`src/shared/mif_pkg.sv`:
```
// constants and types of the measurement iir filter
// assumes nothing beyond a systemverilog compiler
package mif_pkg;

  localparam int DATA_W    = 20;
  localparam int HUM_W     = 16;
  localparam int FIFO_DEPTH = 16;
  localparam int FIFO_W    = DATA_W + 2;
  localparam int SHIFT_W   = 3;
  localparam int GUARD_W   = 5;

  // resolution with filter off is base plus osr minus one
  localparam logic [2:0] OSR_SKIP = 3'h0;
  localparam logic [2:0] OSR_FULL = 3'h5;

  // coefficient codes: 0 off, 1 -> 2, 2 -> 4, 3 -> 8, 4 and up -> 16
  localparam logic [2:0] COEF_OFF       = 3'h0;
  localparam logic [2:0] COEF_MAX_SHIFT = 3'h4;
  localparam logic [2:0] COEF_RESET     = 3'h0;

  localparam logic [DATA_W-1:0] SKIP_MARKER = 20'h8_0000;
  localparam logic [DATA_W-1:0] OUT_RESET   = 20'h8_0000;
  localparam logic [HUM_W-1:0]  HUM_RESET   = 16'h0000;
  localparam logic [DATA_W-1:0] MEM_RESET   = 20'h0_0000;

  typedef enum logic [1:0] {
    KIND_TEMP,
    KIND_PRESS,
    KIND_HUM,
    KIND_NONE
  } mif_kind_e;

  typedef enum logic [1:0] {
    ST_IDLE,
    ST_COLLECT,
    ST_FINISH
  } mif_state_e;

endpackage : mif_pkg
```
`src/shared/mif_lane_if.sv`:
```
// carrier between the filter top and one filter lane
// assumes mif_pkg is compiled first
`timescale 1ns/1ps
interface mif_lane_if;
  import mif_pkg::*;

  logic                sampleValid;
  logic [DATA_W-1:0]   sampleData;
  logic                filterClear;
  logic                filterOn;
  logic [SHIFT_W-1:0]  coefShift;
  logic                resultValid;
  logic [DATA_W-1:0]   resultData;

  modport ctrl (
    output sampleValid,
    output sampleData,
    output filterClear,
    output filterOn,
    output coefShift,
    input  resultValid,
    input  resultData
  );

  modport lane (
    input  sampleValid,
    input  sampleData,
    input  filterClear,
    input  filterOn,
    input  coefShift,
    output resultValid,
    output resultData
  );

endinterface : mif_lane_if

```
`src/design/mif_fifo.sv`:
```
// result fifo between conversion source and filter
// assumes depth is a power of two, one clock, clkEn gates all state
`timescale 1ns/1ps
module mif_fifo #(
  parameter int WIDTH = mif_pkg::FIFO_W,
  parameter int DEPTH = mif_pkg::FIFO_DEPTH
) (
  input  wire logic             ref_clk,
  input  wire logic             rstn,
  input  wire logic             clkEn,
  input  wire logic             inValid,
  output logic                  inReady,
  input  wire logic [WIDTH-1:0] inData,
  output logic                  outValid,
  input  wire logic             outReady,
  output logic      [WIDTH-1:0] outData
);
  import mif_pkg::*;

  localparam int AW = $clog2(DEPTH);
  localparam logic [AW:0] FULL_COUNT = (AW+1)'(DEPTH);

  logic [WIDTH-1:0] store [DEPTH];
  logic [AW-1:0]    wrPtr_reg;
  logic [AW-1:0]    rdPtr_reg;
  logic [AW:0]      count_reg;
  logic [AW:0]      count_next;
  logic             ready_reg;

  wire push = inValid & ready_reg;
  wire pop  = outValid & outReady;

  assign count_next = count_reg + (AW+1)'(push) - (AW+1)'(pop);
  assign inReady    = ready_reg;
  assign outValid   = count_reg != '0;
  assign outData    = store[rdPtr_reg];

  always_ff @(posedge ref_clk) begin
    if (clkEn && push) begin
      store[wrPtr_reg] <= inData;
    end
  end

  always_ff @(posedge ref_clk or negedge rstn) begin
    if (!rstn) begin
      wrPtr_reg <= '0;
      rdPtr_reg <= '0;
      count_reg <= '0;
      ready_reg <= 1'b0;
    end else if (clkEn) begin
      wrPtr_reg <= wrPtr_reg + AW'(push);
      rdPtr_reg <= rdPtr_reg + AW'(pop);
      count_reg <= count_next;
      ready_reg <= count_next != FULL_COUNT;
    end
  end

endmodule : mif_fifo

```
`src/design/mif_filter.sv`:
```
// post-measurement filter for temperature and pressure results
// assumes conversion results and settings come from logic on ref_clk
`timescale 1ns/1ps
module mif_filter #(
  parameter int FIFO_DEPTH = mif_pkg::FIFO_DEPTH
) (
  input  wire logic                          ref_clk,
  input  wire logic                          rstn,
  input  wire logic                          clkEn,
  input  wire logic                          filterWrite,
  input  wire logic [2:0]                    filterCoef,
  input  wire logic [2:0]                    tempOsr,
  input  wire logic [2:0]                    pressOsr,
  input  wire logic                          humEnable,
  input  wire logic                          measStart,
  input  wire logic                          adcValid,
  output logic                               adcReady,
  input  wire mif_pkg::mif_kind_e            adcKind,
  input  wire logic [mif_pkg::DATA_W-1:0]    adcData,
  input  wire logic                          readLock,
  output logic      [mif_pkg::DATA_W-1:0]    tempOut,
  output logic      [mif_pkg::DATA_W-1:0]    pressOut,
  output logic      [mif_pkg::HUM_W-1:0]     humOut,
  output logic                               resultStrobe,
  output logic                               periodDone,
  output logic                               busy,
  output logic                               sampleError,
  output logic                               filterActive
);
  import mif_pkg::*;

  // keeps the upper bits that the resolution allows, clears the rest
  function automatic logic [DATA_W-1:0] keepMask(input logic [2:0] osr, input logic on);
    logic [GUARD_W-1:0] drop;
    drop = '0;
    if (!on && osr < OSR_FULL) begin
      drop = GUARD_W'(OSR_FULL - osr);
    end
    keepMask = ~((DATA_W'(1) << drop) - DATA_W'(1));
  endfunction : keepMask

  // settings and period state
  logic [2:0]        coef_reg;
  logic [2:0]        tempOsr_reg;
  logic [2:0]        pressOsr_reg;
  logic              busy_reg;
  logic              active_reg;
  mif_state_e        state_reg;
  mif_state_e        state_next;
  logic              tempWait_reg;
  logic              pressWait_reg;
  logic              humWait_reg;

  // output registers
  logic [DATA_W-1:0] tempOut_reg;
  logic [DATA_W-1:0] pressOut_reg;
  logic [HUM_W-1:0]  humOut_reg;
  logic              strobe_reg;
  logic              done_reg;
  logic              error_reg;

  // fifo output side
  logic              qValid;
  logic [FIFO_W-1:0] qData;

  mif_lane_if tempLane ();
  mif_lane_if pressLane ();

  mif_fifo #(
    .WIDTH (FIFO_W),
    .DEPTH (FIFO_DEPTH)
  ) u_fifo (
    .ref_clk  (ref_clk),
    .rstn     (rstn),
    .clkEn    (clkEn),
    .inValid  (adcValid),
    .inReady  (adcReady),
    .inData   ({adcKind, adcData}),
    .outValid (qValid),
    .outReady (~readLock),
    .outData  (qData)
  );

  mif_iir_lane u_tempLane (
    .ref_clk (ref_clk),
    .rstn    (rstn),
    .clkEn   (clkEn),
    .lif     (tempLane)
  );

  mif_iir_lane u_pressLane (
    .ref_clk (ref_clk),
    .rstn    (rstn),
    .clkEn   (clkEn),
    .lif     (pressLane)
  );

  // decode of the word at the fifo head
  wire              take      = qValid & ~readLock;
  wire [1:0]        qKindBits = qData[FIFO_W-1:DATA_W];
  wire [DATA_W-1:0] qSample   = qData[DATA_W-1:0];
  wire              isTemp    = qKindBits == KIND_TEMP;
  wire              isPress   = qKindBits == KIND_PRESS;
  wire              isHum     = qKindBits == KIND_HUM;

  // a sample counts only if its quantity is expected in this period
  wire tempTake  = take & isTemp & tempWait_reg;
  wire pressTake = take & isPress & pressWait_reg;
  wire humTake   = take & isHum & humWait_reg;
  wire stray     = take & ~(tempTake | pressTake | humTake);

  // period start and skip decode
  wire startOk   = measStart & (state_reg == ST_IDLE);
  wire tempRun   = tempOsr != OSR_SKIP;
  wire pressRun  = pressOsr != OSR_SKIP;
  wire tempSkip  = startOk & ~tempRun;
  wire pressSkip = startOk & ~pressRun;
  wire allIn     = ~tempWait_reg & ~pressWait_reg & ~humWait_reg;

  // coefficient to shift, saturating at sixteen
  wire              filterOn  = coef_reg != COEF_OFF;
  wire [SHIFT_W-1:0] coefShift = (coef_reg > COEF_MAX_SHIFT) ? COEF_MAX_SHIFT : coef_reg;
  wire              coefWr    = clkEn & filterWrite;

  // resolution masks for the two filtered quantities
  wire [DATA_W-1:0] tempMask  = keepMask(tempOsr_reg, filterOn);
  wire [DATA_W-1:0] pressMask = keepMask(pressOsr_reg, filterOn);

  assign tempLane.sampleValid  = clkEn & tempTake;
  assign tempLane.sampleData   = qSample;
  assign tempLane.filterClear  = coefWr;
  assign tempLane.filterOn     = filterOn;
  assign tempLane.coefShift    = coefShift;

  assign pressLane.sampleValid = clkEn & pressTake;
  assign pressLane.sampleData  = qSample;
  assign pressLane.filterClear = coefWr;
  assign pressLane.filterOn    = filterOn;
  assign pressLane.coefShift   = coefShift;

  wire [DATA_W-1:0] tempFilt  = tempLane.resultData & tempMask;
  wire [DATA_W-1:0] pressFilt = pressLane.resultData & pressMask;
  wire              anyWrite  = tempSkip | pressSkip | humTake
                                | tempLane.resultValid | pressLane.resultValid;

  // period sequencing
  always_comb begin
    state_next = state_reg;
    unique case (state_reg)
      ST_IDLE: begin
        if (measStart) begin
          state_next = ST_COLLECT;
        end
      end
      ST_COLLECT: begin
        if (allIn) begin
          state_next = ST_FINISH;
        end
      end
      ST_FINISH: begin
        state_next = ST_IDLE;
      end
    endcase
  end

  // coefficient store
  always_ff @(posedge ref_clk or negedge rstn) begin
    if (!rstn) begin
      coef_reg <= COEF_RESET;
    end else if (coefWr) begin
      coef_reg <= filterCoef;
    end
  end

  // filter-on flag kept beside the coefficient
  always_ff @(posedge ref_clk or negedge rstn) begin
    if (!rstn) begin
      active_reg <= 1'b0;
    end else if (coefWr) begin
      active_reg <= filterCoef != COEF_OFF;
    end
  end

  // settings latched for the whole period
  always_ff @(posedge ref_clk or negedge rstn) begin
    if (!rstn) begin
      tempOsr_reg  <= OSR_SKIP;
      pressOsr_reg <= OSR_SKIP;
    end else if (clkEn && startOk) begin
      tempOsr_reg  <= tempOsr;
      pressOsr_reg <= pressOsr;
    end
  end

  always_ff @(posedge ref_clk or negedge rstn) begin
    if (!rstn) begin
      state_reg <= ST_IDLE;
    end else if (clkEn) begin
      state_reg <= state_next;
    end
  end

  // busy follows the state register one for one
  always_ff @(posedge ref_clk or negedge rstn) begin
    if (!rstn) begin
      busy_reg <= 1'b0;
    end else if (clkEn) begin
      busy_reg <= state_next != ST_IDLE;
    end
  end

  // expected samples of the running period
  always_ff @(posedge ref_clk or negedge rstn) begin
    if (!rstn) begin
      tempWait_reg  <= 1'b0;
      pressWait_reg <= 1'b0;
      humWait_reg   <= 1'b0;
    end else if (clkEn) begin
      if (startOk) begin
        tempWait_reg  <= tempRun;
        pressWait_reg <= pressRun;
        humWait_reg   <= humEnable;
      end else begin
        tempWait_reg  <= tempWait_reg & ~tempTake;
        pressWait_reg <= pressWait_reg & ~pressTake;
        humWait_reg   <= humWait_reg & ~humTake;
      end
    end
  end

  // output data registers
  always_ff @(posedge ref_clk or negedge rstn) begin
    if (!rstn) begin
      tempOut_reg <= OUT_RESET;
    end else if (clkEn) begin
      if (tempSkip) begin
        tempOut_reg <= SKIP_MARKER;
      end else if (tempLane.resultValid) begin
        tempOut_reg <= tempFilt;
      end
    end
  end

  always_ff @(posedge ref_clk or negedge rstn) begin
    if (!rstn) begin
      pressOut_reg <= OUT_RESET;
    end else if (clkEn) begin
      if (pressSkip) begin
        pressOut_reg <= SKIP_MARKER;
      end else if (pressLane.resultValid) begin
        pressOut_reg <= pressFilt;
      end
    end
  end

  always_ff @(posedge ref_clk or negedge rstn) begin
    if (!rstn) begin
      humOut_reg <= HUM_RESET;
    end else if (clkEn && humTake) begin
      humOut_reg <= qSample[HUM_W-1:0];
    end
  end

  // status flags
  always_ff @(posedge ref_clk or negedge rstn) begin
    if (!rstn) begin
      strobe_reg <= 1'b0;
      done_reg   <= 1'b0;
      error_reg  <= 1'b0;
    end else if (clkEn) begin
      strobe_reg <= anyWrite;
      done_reg   <= state_reg == ST_FINISH;
      // a stray sample in the start cycle still sets the flag
      error_reg  <= stray | (error_reg & ~startOk);
    end
  end

  assign tempOut      = tempOut_reg;
  assign pressOut     = pressOut_reg;
  assign humOut       = humOut_reg;
  assign resultStrobe = strobe_reg;
  assign periodDone   = done_reg;
  assign busy         = busy_reg;
  assign sampleError  = error_reg;
  assign filterActive = active_reg;

endmodule : mif_filter

```
`src/design/mif_iir_lane.sv`:
```
// one recursive low-pass lane with its own filter memory
// assumes the top drives samples, clear and coefficient on ref_clk
`timescale 1ns/1ps
module mif_iir_lane (
  input  wire logic ref_clk,
  input  wire logic rstn,
  input  wire logic clkEn,
  mif_lane_if.lane  lif
);
  import mif_pkg::*;

  localparam int SUM_W = DATA_W + GUARD_W;

  logic [DATA_W-1:0] mem_reg;
  logic [DATA_W-1:0] mem_next;
  logic              primed_reg;
  logic              valid_reg;

  // old times (c - 1) plus new, over c, with c a power of two
  wire [SUM_W-1:0] oldWide  = {{GUARD_W{1'b0}}, mem_reg};
  wire [SUM_W-1:0] newWide  = {{GUARD_W{1'b0}}, lif.sampleData};
  wire [SUM_W-1:0] oldScale = oldWide << lif.coefShift;
  wire [SUM_W-1:0] sum      = oldScale - oldWide + newWide;
  wire [SUM_W-1:0] quot     = sum >> lif.coefShift;
  wire             passRaw  = lif.filterClear | ~primed_reg | ~lif.filterOn;

  assign mem_next = passRaw ? lif.sampleData : quot[DATA_W-1:0];

  assign lif.resultValid = valid_reg;
  assign lif.resultData  = mem_reg;

  always_ff @(posedge ref_clk or negedge rstn) begin
    if (!rstn) begin
      mem_reg    <= MEM_RESET;
      primed_reg <= 1'b0;
      valid_reg  <= 1'b0;
    end else if (clkEn) begin
      valid_reg <= lif.sampleValid;
      if (lif.sampleValid) begin
        mem_reg    <= mem_next;
        primed_reg <= 1'b1;
      end else if (lif.filterClear) begin
        primed_reg <= 1'b0;
      end
    end
  end

endmodule : mif_iir_lane

```
`config.mk`:
```
export PLATFORM = sky130hd
export DESIGN_NAME = mif_filter
export DESIGN_NICKNAME = d
export VERILOG_FILES = /design/src/shared/mif_pkg.sv /design/src/shared/mif_lane_if.sv /design/src/design/mif_fifo.sv /design/src/design/mif_filter.sv /design/src/design/mif_iir_lane.sv
export SDC_FILE = /design/constraint.sdc
export NUM_CORES = 1
export LEC_CHECK = 0
export BUFFER_PORTS_ARGS = -buffer_cell sky130_fd_sc_hd__buf_2
export CAP_MARGIN = 20
export CELL_PAD_IN_SITES_DETAIL_PLACEMENT = 0
export CELL_PAD_IN_SITES_GLOBAL_PLACEMENT = 1
export CORE_MARGIN = 4
export CORE_UTILIZATION = 37
export DETAILED_ROUTE_END_ITERATION = 16
export PLACE_DENSITY_LB_ADDON = 0.1
export SYNTH_ARGS = -nofsm -noshare
export SYNTH_HDL_FRONTEND = slang
export SYNTH_SLANG_ARGS = --single-unit
```
`constraint.sdc`:
```
create_clock -name ref_clk -period 5.38 [get_ports ref_clk]
set_input_delay 0.538 -clock ref_clk [delete_from_list [all_inputs] [get_ports ref_clk]]
set_output_delay 0.538 -clock ref_clk [all_outputs]
set_load 0.005 [all_outputs]
```
== Word level (Yosys, flattened, before mapping) ==
Memory sizes are Yosys's and may differ from the RTL's.
Cells that the tools add are included.

* $add $sub $neg: 12
* Multiply operators: 0
* Div/mod/pow operators: 0
* $lt $le $gt $ge: 3
* Equality and inequality tests: 5
* Shift operators: 6
* Muxes and demuxes: 20
* Bitwise gates (word level): 50
* Reduce and logical (&&, ||, !) cells: 24

{| class="wikitable"
|+ Operators with widths
! cell !! number
|-
| $mux 20 || 6
|-
| $add 25x20->25 || 2
|-
| $shl 20x3->25 || 2
|-
| $shr 25x3->20 || 2
|-
| $sub 25x20->25 || 2
|-
| $and 20x20->20 || 2
|-
| $not 20->20 || 2
|-
| $shl 1x5->20 const A || 2
|-
| $sub 20x2->20 const B || 2
|-
| $and 1x1->1 || 21
|-
| $not 1->1 || 14
|-
| $reduce_and 2->1 || 6
|-
| $reduce_bool 3->1 || 4
|-
| $or 1x1->1 || 11
|-
| $mux 5 || 2
|-
| $reduce_bool 2->1 || 5
|-
| $add 4x1->4 || 2
|-
| $mux 1 || 8
|-
| $sub 3x3->4 const A || 2
|-
| $lt 3x3->1 const B || 2
|-
| $pmux 2 s3 || 1
|-
| $add 5x1->5 || 1
|-
| $logic_and 1x1->1 || 5
|-
| $ne 5x5->1 const B || 1
|-
| 9 further kinds || 13
|}

* Register bits after elaboration: 133
* Latch bits: 0
* RAM bits: 352
* ROM bits: 0
* Input port bits: 39
* Output and inout bits: 62
* Memories kept: 1

{| class="wikitable"
|+ Memory list
! name !! depth !! bits a word !! read ports !! clocked after Yosys merged registers in !! write ports !! RTL line !! RTL
|-
| u_fifo.store || 16 || 22 || 1 || 0 || 1 || mif_fifo.sv:23 || <nowiki>logic [WIDTH-1:0] store [DEPTH];</nowiki>
|}

== Depth between registers and ports, before layout ==
* Depth after elaboration: 10
* Gate-level depth with buffers: 21

== Cells and area by module ==
Synthesis repeated with hierarchy kept, for this count alone.

* Cell total of the unflattened synthesis: 2,241
* Area, all modules: 26,985.9 sq um

{| class="wikitable"
|+ Modules (own cells, without submodules)
! module !! times used !! cells an instance !! area each (sq um) !! sequential area each (sq um)
|-
| mif_fifo || 1 || 755 || 14,412.6 || 10,920.5
|-
| mif_iir_lane (u_tempLane) || 1 || 619 || 4,598.2 || 550.5
|-
| mif_iir_lane (u_pressLane) || 1 || 580 || 4,535.6 || 550.5
|-
| mif_filter || 1 || 287 || 3,439.5 || 1,879.3
|}

== Worst setup path after synthesis ==
No wires, ideal clock.

* Path type: register to register
* From: register u_fifo.rdPtr_reg[0]
* To: register u_pressLane.mem_reg[16] (netlist: u_pressLane.lif.resultData[16])
* Setup time: 126 ps
* Arrival: 4,851 ps
* Slack: 403 ps
* Stages on the path, launching flop included: 21
* Clock period less this slack: 4,977 ps
* Cells stage by stage: dfrtp_1 buf_6 buf_2 buf_4 buf_2 mux2i_1 a221oi_1 o21ai_0 nand2_1 inv_1 fa_1 inv_1 ha_1 a21o_1 and4_1 o21ai_1 nand2_1 o31ai_1 nor2_1 mux4_2 a221o_1

* Word-level cells in the longest chain between the ends: 6

{| class="wikitable"
|+ RTL lines
! element !! RTL line !! RTL
|-
| start, declared || mif_fifo.sv:25 || <nowiki>logic [AW-1:0] rdPtr_reg;</nowiki>
|-
| start signal, assigned || mif_fifo.sv:52 || <nowiki>rdPtr_reg <= rdPtr_reg + AW'(pop);</nowiki>
|-
| $mem_v2 16x22 * || -- ||
|-
| parallel branches: the longest is 5 deep, another holds $add 25x20->25 || -- ||
|-
| end signal, assigned || mif_iir_lane.sv:40 || <nowiki>mem_reg <= mem_next;</nowiki>
|-
| end, declared || mif_iir_lane.sv:14 || <nowiki>logic [DATA_W-1:0] mem_reg;</nowiki>
|}

Mark *: on every way between the ends.
A chain may end at the register's enable or synchronous reset.

== Worst setup path after layout ==
* From: register u_fifo.rdPtr_reg[0]
* To: register u_tempLane.mem_reg[13] (netlist: u_tempLane.lif.resultData[13])

* Word-level cells in the longest chain between the ends: 6

{| class="wikitable"
|+ RTL lines
! element !! RTL line
|-
| $mem_v2 16x22 * || --
|-
| parallel branches: the longest is 5 deep, another holds $add 25x20->25 || --
|-
| end signal, assigned || mif_iir_lane.sv:40
|-
| end, declared || mif_iir_lane.sv:14
|}

Marked as above.

==> flow_summary_export.csv <==
group,metric,value,unit
floorplan,io_pins,101,
place,place_area,28280,µm²
min_path,hp-class,"input pin to flip-flop",
synthesis,async_flop_share,27.42,%
floorplan,dieHeight,273.2,µm
grt,track_usage,22.25,%
synthesis,synthDistinctLibCells,84,
timing,tightest_slew,1.127,ns
grt,grt_max_degree,80,
synthesis,synth-edff-count,352,
synthesis,synthMostInstantiatedCell,"edfxtp_1",
synthesis,yosys.area.top_type,"edfxtp_1",
final_layout,nets,2497,
synthesis,synthTopCellsByArea,"edfxtp_1, dfrtp_1, mux4_2",
clocking,cts_buffers,55,
timing,worst_slack,0.2241,ns
timing,finalClockSkew,0.03700,ns
clocking,cts.clk_slew.worst_paths,0.06,ns
timing,fin_crit_sh,95.84,%
final_layout,drive_gt1_share,18.83,%
place,pre_cts_slack,-0.2246,ns
worst_setup_path,path_cells,"buf_12 -> buf_4 -> buf_4 -> mux4_2 -> a22oi_1 -> nand2_1 -> inv_1 -> buf_4 -> fa_1 -> inv_1 -> ha_1 -> a21o_1 -> a21oi_1 -> buf_4 -> nand2_1 -> a21oi_1 -> a21oi_1 -> xor2_1 -> mux4_2 -> a2bb2oi_1",
worst_setup_path,crit_top_cell,"buf_4",
final_layout,syn2layout_area_growth,17.41,%
clocking,htree_levels,2,
run_status,status,"complete, no violations",
worst_setup_path,critical-path-slowest-cell,"mux4_2",
synthesis,synth_fa_ha_area_share,6.472,%
grt,overflow,0,
grt,grt_pass1_wl,124.9,mm
timing,relSlewSlack,24.71,%
routing,postRouteAntennaNets,0,
synthesis,syn_inst,2191,
worst_setup_path,end_kind,"flip-flop",
timing,hold_viol_final,0,
routing,route.vias.total,18810,
floorplan,start_util,37.61,%
clocking,clockBufferDepth,3,
place,routabilityCongestion,0.8491,
synthesis,ys.flop_type,"edfxtp_1",
timing,max_freq,194.0,MHz
routing,drtIter0Drc,1431,
clocking,clk_latency,0.65,ns
final_layout,num-fill-cells,6482,
floorplan,die_w,273.2,µm
routing,routedWlPerCell,25.25,µm
clocking,clock-sinks,485,
clocking,cts_tree,"done",
timing,final.setup.tns,0,ns
synthesis,ys_seq_area_share,53.42,%
floorplan,dieArea,74640,µm²
synthesis,synth_compound_area_share,14.55,%
worst_setup_path,required,5.89,ns
floorplan,row_count,96,
flow_run,drv_cap,0,
synthesis,yosys.area_share.simple,9.473,%
synthesis,synth_area_per_cell,11.88,µm²
timing,period_minus_slack,5.156,ns
routing,drc,0,
place,post-dp-hpwl,56.52,mm
synthesis,syn_nets,2340,
routing,avgViaCountPerCell,5.654,
worst_setup_path,worst-r2r-setup-slack,0.22,ns
routing,drt_wl_total,84.02,mm
final_layout,regMostFlops,"u_fifo.store",
synthesis,synth_top_family_by_area,"compound AO/OA/AOI/OAI gates",
synthesis,ys_ff_latch,485,
routing,first_pass_iters,5,
worst_setup_path,crit_arrival,5.66,ns
synthesis,synth_common_cells,"edfxtp_1, nand2_1, inv_1, dfrtp_1, mux2i_1",
synthesis,muxShareOfSynthArea,10.77,%
synthesis,yosys.area.top_type_share,40.62,%
worst_setup_path,crit_buf_inv,7,
timing,drv_slew,0,
worst_setup_path,max_stage_delay,0.54,ns
place,port_buffers,100,
floorplan,coreArea,69190,µm²
worst_setup_path,critPathLaunchType,"flip-flop",
synthesis,synth_area,26020,µm²
timing,fin_hold_ws,0.1599,ns
synthesis,ys.warnings.count,0,
clocking,root_buffer,"clkbuf_16",
synthesis,synth-xor-area-share,1.380,%
grt,antenna_found_initial,4,
timing,rsz0062_at_grt,"yes",
final_layout,largest_reg_flops,352,
timing,finalSetupViolCount,0,
worst_setup_path,crit_path_max_fanout,7,
final_layout,final_area,30550,µm²
worst_setup_path,crit_family,"compound AO/OA/AOI/OAI gates",
grt,grt_pass1_vias,18880,
worst_setup_path,crit_type,"flip-flop to flip-flop",
==> through the flow <==
stage,instances,util (%)
2_1_floorplan,2191,-
3_3_place_gp,3206,40.87
3_5_place_dp,3206,40.87
4_1_cts,3316,43.85
5_1_grt,3327,44.16
6_report,3327,44.16
==> kinds of logic (layout without fill, tap and decap cells) <==
kind of cell,count (synthesis),count (layout)
fa+ha+maj,110,110
simple gates,533,534
flops,485,485
mux,202,202
other cells,0,1
compound gates,558,558
buf+inv,262,465
xor+xnor,41,41
==> path summary, 6_finish.rpt <==
path | end | cells after the start | startpoint
worst max-delay path | u_tempLane.lif.resultData[13] | 20 | u_fifo.rdPtr_reg[0]
max in group asynchronous | humOut[5] | 3 | rstn
worst min register to register | filterActive | 2 | filterActive
min in group asynchronous | tempOut[6] | 2 | rstn
worst max register to register | u_tempLane.lif.resultData[13] | 20 | u_fifo.rdPtr_reg[0]
worst min-delay path | coef_reg[1] | 2 | filterCoef[1]
==> worst register-to-register path, cell delays in order, from the launching register on <==
cell       delay (ns)
dfrtp_4          0.48
buf_12           0.14
buf_4            0.17
buf_4            0.19
mux4_2           0.54
a22oi_1          0.23
nand2_1          0.18
inv_1            0.17
buf_4            0.17
fa_1             0.39
inv_1            0.07
ha_1             0.28
a21o_1           0.20
a21oi_1          0.26
buf_4            0.18
nand2_1          0.08
a21oi_1          0.30
a21oi_1          0.14
xor2_1           0.22
mux4_2           0.50
a2bb2oi_1        0.14
==> what timing repair did <==
item | CTS | global route
hold buffers | 1 | 0
setup buffers | 4 | 9
cloned | 1 | 0
hold endpoints to repair | 1 | 0
gates resized for setup | 1 | 23
endpoints found under the setup margin | 8 | 22
pin swaps | 0 | 2
==> area by class of cell <==
cell class                 count  area [µm²]  share of cell area, %
tap                          931        1165                  3.813
antenna                        1       2.502               0.008191
multi-input combinational   1445       11350                  37.15
timing repair buffer         225        1618                  5.295
clock inverter                36       555.5                  1.818
inverter                     136       514.2                  1.683
clock buffer                  68        1435                  4.697
sequential                   485       13910                  45.54
==> cell usage in the layout (no fill, tap or decap), drive strengths merged, types with 60 or more instances in the layout <==
cell type / instances
ha: 69
mux4: 60
edfxtp: 352
inv: 134
buf: 224
dfrtp: 131
nand2: 229
mux2i: 118
o21ai: 140
clkbuf: 68
nor2: 101
a21oi: 96
==> per-layer routing <==
layer  GRT usage, %  vias to the layer above  share of wire, %
met5              0                        -             0.040
met3          2.980                      128               4.7
met2          38.34                      533                49
met4          6.862                        6               3.1
met1          29.33                     9520                43
li1               -                     8625                 -
Power is not shown: default switching activity piles up to over one toggle a cycle in this logic, so the estimate is an artifact.
